===== src/pmcs_pkg.sv =====
// Constants, field layout and carrier types for the power-state block.
// Assumes a PCI configuration access port clocked with the block.
package pmcs_pkg;

  // Register placement: default capability start, and register offset from it
  localparam logic [7:0] PMCS_CSR_OFFSET  = 8'h04;
  localparam logic [7:0] PMCS_CAP_PTR_DEF = 8'h40;

  // Field positions within power_state_control_status, and the D3cold index into the support bits
  localparam int PMCS_STAT_BIT   = 15;
  localparam int PMCS_SCALE_HI   = 14;
  localparam int PMCS_SCALE_LO   = 13;
  localparam int PMCS_SEL_HI     = 12;
  localparam int PMCS_SEL_LO     = 9;
  localparam int PMCS_EN_BIT     = 8;
  localparam int PMCS_PS_HI      = 1;
  localparam int PMCS_PS_LO      = 0;
  localparam int PMCS_D3COLD_IDX = 4;

  // Byte lanes holding the register
  localparam int PMCS_LANE_HI = 1;
  localparam int PMCS_LANE_LO = 0;

  // Reset values and the strap synchroniser wait count
  localparam logic [1:0]  PMCS_SCALE_RST = 2'h0;
  localparam logic [3:0]  PMCS_SEL_RST   = 4'h0;
  localparam logic [31:0] PMCS_ZERO_WORD = 32'h0000_0000;
  localparam logic [1:0]  PMCS_SYNC_DONE = 2'h2;

  // Power state encoding
  typedef enum logic [1:0] {
    PMCS_D0    = 2'b00,
    PMCS_D1    = 2'b01,
    PMCS_D2    = 2'b10,
    PMCS_D3HOT = 2'b11
  } pmcs_pwr_e;

  // One configuration access, byte address and lanes
  typedef struct packed {
    logic [7:0]  addr;
    logic [3:0]  be;
    logic        wr;
    logic        rd;
    logic [31:0] wdata;
  } pmcs_cfg_req_s;

endpackage


===== src/pmcs_strap_capture.sv =====
// Catches the amber port-4 strap once after power-on reset.
// Assumes the strap pin is asynchronous and static after power-up.
module pmcs_strap_capture (
  // Clock and power-on reset
  input  wire logic clk_in,
  input  wire logic por_n_in,
  // Strap pin
  input  wire logic port4_amber_strap_pin_in,
  // Captured level
  output logic      strap_level_out,
  output logic      strap_valid_out
);
  import pmcs_pkg::*;

  logic       sync1_reg, sync2_reg;
  logic [1:0] cnt_reg, cnt_next;
  logic       lvl_reg, lvl_next;
  logic       val_reg, val_next;

  always_comb begin
    cnt_next = cnt_reg;
    lvl_next = lvl_reg;
    val_next = val_reg;
    if (!por_n_in) begin
      cnt_next = 2'h0;
      lvl_next = 1'b0;
      val_next = 1'b0;
    end else if (!val_reg) begin
      // Wait until the synchroniser holds a real pin sample
      if (cnt_reg == PMCS_SYNC_DONE) begin
        lvl_next = sync2_reg;
        val_next = 1'b1;
      end else begin
        cnt_next = cnt_reg + 2'h1;
      end
    end
  end

  always_ff @(posedge clk_in) begin
    sync1_reg <= port4_amber_strap_pin_in;
    sync2_reg <= sync1_reg;
    cnt_reg   <= cnt_next;
    lvl_reg   <= lvl_next;
    val_reg   <= val_next;
  end

  assign strap_level_out = lvl_reg;
  assign strap_valid_out = val_reg;

endmodule


===== src/pmcs_power_ctrl.sv =====
// Power-management control/status register of one PCI function.
// Assumes config accesses arrive as one-cycle requests on the PCI clock;
// por_n_in falls only at power-up, rst_n_in is the PCI bus reset.
module pmcs_power_ctrl
#(
  parameter logic [7:0] CAP_PTR      = pmcs_pkg::PMCS_CAP_PTR_DEF,
  parameter logic       D1_SUPPORT   = 1'b1,
  parameter logic       D2_SUPPORT   = 1'b1,
  parameter logic [3:0] WAKE_SUP_LOW = 4'hF,
  parameter logic       DATA_IMPL    = 1'b0
) (
  // Clock and resets
  input  wire logic                    clk_in,
  input  wire logic                    rst_n_in,
  input  wire logic                    por_n_in,
  // Configuration access
  input  wire pmcs_pkg::pmcs_cfg_req_s cfg_req_in,
  output logic [31:0]                  cfg_rdata_out,
  output logic                         cfg_ack_out,
  // Function events and strap
  input  wire logic                    wake_event_in,
  input  wire logic                    port4_amber_strap_pin_in,
  // Wake pin, open drain
  output logic                         pme_o_out,
  output logic                         pme_oe_out,
  // State seen by the function
  output logic [1:0]                   power_state_out,
  output logic [4:0]                   wake_support_per_state_out
);
  import pmcs_pkg::*;

  function automatic logic state_ok(input logic [1:0] st);
    unique case (pmcs_pwr_e'(st))
      PMCS_D1: state_ok = D1_SUPPORT;
      PMCS_D2: state_ok = D2_SUPPORT;
      PMCS_D0,
      PMCS_D3HOT: state_ok = 1'b1;
    endcase
  endfunction

  // sticky bits outlive a bus reset only with D3cold wake
  function automatic logic keep_sticky(input logic rst_n,
                                       input logic d3cold_sup);
    keep_sticky = rst_n | d3cold_sup;
  endfunction

  // Only the dword is compared; byte enables pick the lanes
  localparam logic [5:0] CSR_DWORD =
    6'((CAP_PTR + PMCS_CSR_OFFSET) >> 2);

  // Decoded access and live support bits
  logic        strap_lvl;
  logic        strap_val;
  logic        req;
  logic        hit;
  logic        wr_hi;
  logic        wr_lo;
  logic [1:0]  ps_wr;
  logic [4:0]  sup;
  logic [15:0] csr;

  // Register state and next values, one group per always_ff
  pmcs_pwr_e   ps_reg;
  pmcs_pwr_e   ps_next;
  logic        stat_reg;
  logic        stat_next;
  logic        en_reg;
  logic        en_next;
  logic        oe_reg;
  logic        oe_next;
  logic [3:0]  sel_reg;
  logic [3:0]  sel_next;
  logic [31:0] rdata_reg;
  logic [31:0] rdata_next;
  logic        ack_reg;
  logic        ack_next;
  logic [4:0]  sup_reg;
  logic [4:0]  sup_next;

  pmcs_strap_capture u_strap (
    .clk_in                   (clk_in),
    .por_n_in                 (por_n_in),
    .port4_amber_strap_pin_in (port4_amber_strap_pin_in),
    .strap_level_out          (strap_lvl),
    .strap_valid_out          (strap_val)
  );

  // per-state support bits, D3cold from the strap
  assign sup = {strap_val & strap_lvl, WAKE_SUP_LOW};

  always_comb begin
    sup_next = sup;
  end

  always_ff @(posedge clk_in) begin
    sup_reg <= sup_next;
  end

  assign req   = cfg_req_in.rd | cfg_req_in.wr;
  assign hit   = (cfg_req_in.addr[7:2] == CSR_DWORD);
  assign wr_hi = hit & cfg_req_in.wr & cfg_req_in.be[PMCS_LANE_HI];
  assign wr_lo = hit & cfg_req_in.wr & cfg_req_in.be[PMCS_LANE_LO];
  assign ps_wr = cfg_req_in.wdata[PMCS_PS_HI:PMCS_PS_LO];

  // scale reads zero, select zero unless implemented
  always_comb begin
    csr = 16'h0000;
    csr[PMCS_STAT_BIT] = stat_reg;
    csr[PMCS_SCALE_HI:PMCS_SCALE_LO] = PMCS_SCALE_RST;
    csr[PMCS_SEL_HI:PMCS_SEL_LO] = DATA_IMPL ? sel_reg : PMCS_SEL_RST;
    csr[PMCS_EN_BIT] = en_reg;
    csr[PMCS_PS_HI:PMCS_PS_LO] = ps_reg;
  end

  // every access outside bus reset acked next cycle; unmapped reads give zero
  always_comb begin
    ack_next   = req;
    rdata_next = PMCS_ZERO_WORD;
    if (cfg_req_in.rd && hit) begin
      rdata_next = {16'h0000, csr};
    end
    if (!rst_n_in) begin
      ack_next   = 1'b0;
      rdata_next = PMCS_ZERO_WORD;
    end
  end

  always_ff @(posedge clk_in) begin
    ack_reg   <= ack_next;
    rdata_reg <= rdata_next;
  end

  // Power state group
  always_comb begin
    ps_next = ps_reg;
    if (wr_lo && state_ok(ps_wr)) begin
      ps_next = pmcs_pwr_e'(ps_wr);
    end
    if (!rst_n_in) begin
      ps_next = PMCS_D0;
    end
  end

  always_ff @(posedge clk_in) begin
    ps_reg <= ps_next;
  end

  // select stored only when the data register exists
  always_comb begin
    sel_next = sel_reg;
    if (wr_hi && DATA_IMPL) begin
      sel_next = cfg_req_in.wdata[PMCS_SEL_HI:PMCS_SEL_LO];
    end
    if (!rst_n_in) begin
      sel_next = PMCS_SEL_RST;
    end
  end

  always_ff @(posedge clk_in) begin
    sel_reg <= sel_next;
  end

  // Wake group: sticky bits and the open-drain enable
  always_comb begin
    stat_next = stat_reg;
    en_next   = en_reg;
    // only enable and the clear bit are taken from lane 1
    if (wr_hi) begin
      en_next = cfg_req_in.wdata[PMCS_EN_BIT];
    end
    if (wr_hi && cfg_req_in.wdata[PMCS_STAT_BIT]) begin
      stat_next = 1'b0;
    end
    // event sets status, set beats clear
    if (wake_event_in && sup[ps_reg]) begin
      stat_next = 1'b1;
    end
    // bus reset clears them unless D3cold wake is supported
    if (!keep_sticky(rst_n_in, sup[PMCS_D3COLD_IDX])) begin
      stat_next = 1'b0;
      en_next   = 1'b0;
    end
    // Power-on gives a defined value where the bits would be unknown
    if (!por_n_in) begin
      stat_next = 1'b0;
      en_next   = 1'b0;
    end
    // drive while status and enable, enable gates
    oe_next = stat_next & en_next;
  end

  always_ff @(posedge clk_in) begin
    stat_reg <= stat_next;
    en_reg   <= en_next;
    oe_reg   <= oe_next;
  end

  // The wake pin only ever pulls low; its level is fixed

  assign cfg_rdata_out              = rdata_reg;
  assign cfg_ack_out                = ack_reg;
  assign pme_o_out                  = 1'b0;
  assign pme_oe_out                 = oe_reg;
  assign power_state_out            = ps_reg;
  assign wake_support_per_state_out = sup_reg;

endmodule


===== config.mk =====
export PLATFORM = sky130hd
export DESIGN_NAME = pmcs_power_ctrl
export DESIGN_NICKNAME = d
export VERILOG_FILES = /design/src/pmcs_pkg.sv /design/src/pmcs_strap_capture.sv /design/src/pmcs_power_ctrl.sv
export SDC_FILE = /design/constraint.sdc
export NUM_CORES = 1
export LEC_CHECK = 0
export ABC_AREA = 1
export BUFFER_PORTS_ARGS = -buffer_cell sky130_fd_sc_hd__buf_2
export CORE_MARGIN = 2
export CORE_UTILIZATION = 34
export CTS_CLUSTER_DIAMETER = 30
export CTS_CLUSTER_SIZE = 16
export DETAILED_ROUTE_END_ITERATION = 12
export GPL_TIMING_DRIVEN = 0
export PLACE_DENSITY = 0.8
export SYNTH_ARGS = -nofsm -noshare
export SYNTH_HDL_FRONTEND = slang
export SYNTH_SLANG_ARGS = --single-unit

===== constraint.sdc =====
create_clock -name clk_in -period 1.45 [get_ports clk_in]
set_clock_uncertainty 0.1 [all_clocks]
set_input_delay 0.0725 -clock clk_in [delete_from_list [all_inputs] [get_ports clk_in]]
set_output_delay 0.0725 -clock clk_in [all_outputs]
set_load 0.005 [all_outputs]

==> impl_metrics.env <==
export IMPL_ys_top_cells_by_count="buf_4, dfxtp_1, inv_1"
export IMPL_hp_class="primary input to register"
export IMPL_ys_types=16
export IMPL_antenna_found_initial=0
export IMPL_end_kind="register"
export IMPL_die_w_um=54.1
export IMPL_clk_pin_slew_ns=0.09
export IMPL_worst_setup_path_type="primary input to register"
export IMPL_numCtsBuffers=3
export IMPL_syn_area_sq_um=853
export IMPL_ys_ff_latch=17
export IMPL_critPathRequiredTime_ns=1.52
export IMPL_fin_crit_sh=0.944
export IMPL_routed_via_density=3.44
export IMPL_track_usage=0.0840
export IMPL_num_antenna_cells=0
export IMPL_dpl_hpwl_um=1200
export IMPL_yosysSeqAreaShare=0.399
export IMPL_rsz0062_at_grt="no"
export IMPL_synth_top_area_cell="dfxtp_1"
export IMPL_synth_edf_count=0
export IMPL_power_total_mw=1.01
export IMPL_ios=93
export IMPL_finalSetupTns_ns=0
export IMPL_fin_nets=230
export IMPL_max_clock_freq_ghz=0.731
export IMPL_clock_sinks=17
export IMPL_clk_latency_ns=0.27
export IMPL_crit_arrival_ns=1.44
export IMPL_synth_flop_cell="dfxtp_1"
export IMPL_ir_worst_vdd_v=0.000416
export IMPL_die_area_sq_mm=0.00293
export IMPL_drc=0
export IMPL_start_kind="primary input"
export IMPL_finalMaxSlewViolations=0
export IMPL_yosysWarnings=0
export IMPL_firstDrtPassIters=4
export IMPL_async_flop_share=0
export IMPL_setup_viol=0
export IMPL_powerDensity_mw_per_mm2=809
export IMPL_dp_slack_ns=0.167
export IMPL_outcome="completed"
export IMPL_wl_per_cell_um=6.80
export IMPL_synth_most_common_cell="buf_4"
export IMPL_place_gp_congestion=0.718
export IMPL_vias=713
export IMPL_drt_iter0_markers=7
export IMPL_largest_register_ffs=4
export IMPL_worst_slack_ns=0.0812
export IMPL_grt_pass1_vias=491
export IMPL_grt_pass1_wl_um=1750
export IMPL_area_growth_pct=46.3
export IMPL_die_h_um=54.1
export IMPL_cts_max_path_buffers=2
export IMPL_ant_nets=0
export IMPL_cts_root_buf="clkbuf_4"
export IMPL_cts_tree="yes"
export IMPL_netlist_top_cells_area="dfxtp_1, buf_4, inv_1"
export IMPL_cp_max_fo=4
export IMPL_core_region_area_sq_mm=0.00243
export IMPL_hold_viol=0
export IMPL_port_buffers=27
export IMPL_cts_setup_buffers=0
export IMPL_grt_overflow=0
export IMPL_finalCriticalPeriod_ns=1.37
export IMPL_htree_levels=1
export IMPL_syn_instance_count=107
export IMPL_layout_drive_gt1_share=0.373
export IMPL_drv_cap=0
export IMPL_grt_max_degree=10
export IMPL_wirelength_um=1410
export IMPL_leakage_nw=0.725
export IMPL_synth_top_area_frac=0.399
export IMPL_initial_core_util=0.351
export IMPL_syn_avg_cell_area_sq_um=7.97
export IMPL_core_rowCount=18
## per-stage QoR
stage	instances	hold slack, ns	cell area, sq um	utilization
2_1_floorplan	138	0.000217	970	-
3_3_place_gp	195	0.0771	1140	0.470
3_5_place_dp	195	0.0761	1140	0.470
4_1_cts	207	0.0135	1250	0.513
5_1_grt	207	0.0326	1250	0.513
6_report	207	0.0284	1250	0.513
## layout make-up
| class | count | area, sq um |
|---|---|---|
| fill | 235 | 1180 |
| buffer | 33 | 248 |
| multi-input combinational | 73 | 325 |
| sequential | 17 | 340 |
| timing repair buffer | 35 | 215 |
| tap | 30 | 37.5 |
| inverter | 15 | 56.3 |
| clock buffer | 4 | 26.3 |
## critical path, cell delays in order
cell and delay [ns]:
dlygate4sd3_1 0.53, buf_2 0.14, o21ai_1 0.08, dlygate4sd3_1 0.57, a21oi_1 0.04
## cells in the final DEF, fill, tap and decap left out
master / synthesis / layout
o21ai_1: 0 / 1
buf_4: 33 / 33
clkbuf_4: 0 / 3
buf_2: 0 / 27
a21oi_1: 6 / 6
nor2_1: 11 / 11
dlygate4sd3_1: 0 / 8
nor2_2: 1 / 1
nand4_1: 1 / 1
nand2_2: 1 / 1
nand3b_1: 1 / 1
nand3_1: 3 / 3
dfxtp_1: 17 / 17
o21a_1: 1 / 1
conb_1: 2 / 33
nor3_4: 1 / 1
ha_1: 1 / 1
o21ai_0: 3 / 2
nand2_1: 10 / 10
inv_1: 15 / 15
clkbuf_1: 0 / 1
## per-layer routing
layer	share of wire	global-route usage	routed length (um)
met1	0.35	0.0769	491
met3	0.072	0.0194	102
met5	0	0	0
met4	0.021	0.0500	29
met2	0.56	0.165	783
## power by group
| part | switching, mW | internal (mW) |
|---|---|---|
| clock | 0.125 | 0.106 |
| combinational | 0.111 | 0.135 |
| sequential | 0.0231 | 0.510 |
| total | 0.259 | 0.751 |
## worst paths after layout
path / from / end / slack [ns] / cells past startpoint
hold reg to reg: u_strap.sync1_reg / u_strap.sync2_reg / 0.23 / 0
setup reg to reg: u_strap.cnt_reg[0] / u_strap.cnt_reg[0] / 0.15 / 5
setup / recovery: rst_n_in / power_state_out[0] / 0.08 / 5
hold / removal: cfg_req_in[34] / power_state_out[0] / 0.03 / 3
## cell families (layout without fill, tap and decap cells)
| kind of cell | after synthesis | count (layout) | synth area share |
|---|---|---|---|
| compound gates | 10 | 10 | 0.0616 |
| fa+ha+maj | 1 | 1 | 0.0147 |
| buf+inv | 48 | 87 | 0.356 |
| flops | 17 | 17 | 0.399 |
| other cells | 2 | 33 | 0.00880 |
| simple gates | 29 | 29 | 0.160 |
## what timing repair did
| action | CTS | global route |
|---|---|---|
| setup endpoints to repair | 0 | 1 |
| resized for setup | 0 | 1 |
| endpoints found under the hold margin | 8 | 0 |
| hold buffers | 8 | 0 |
Power figures use the tool's default switching activity.
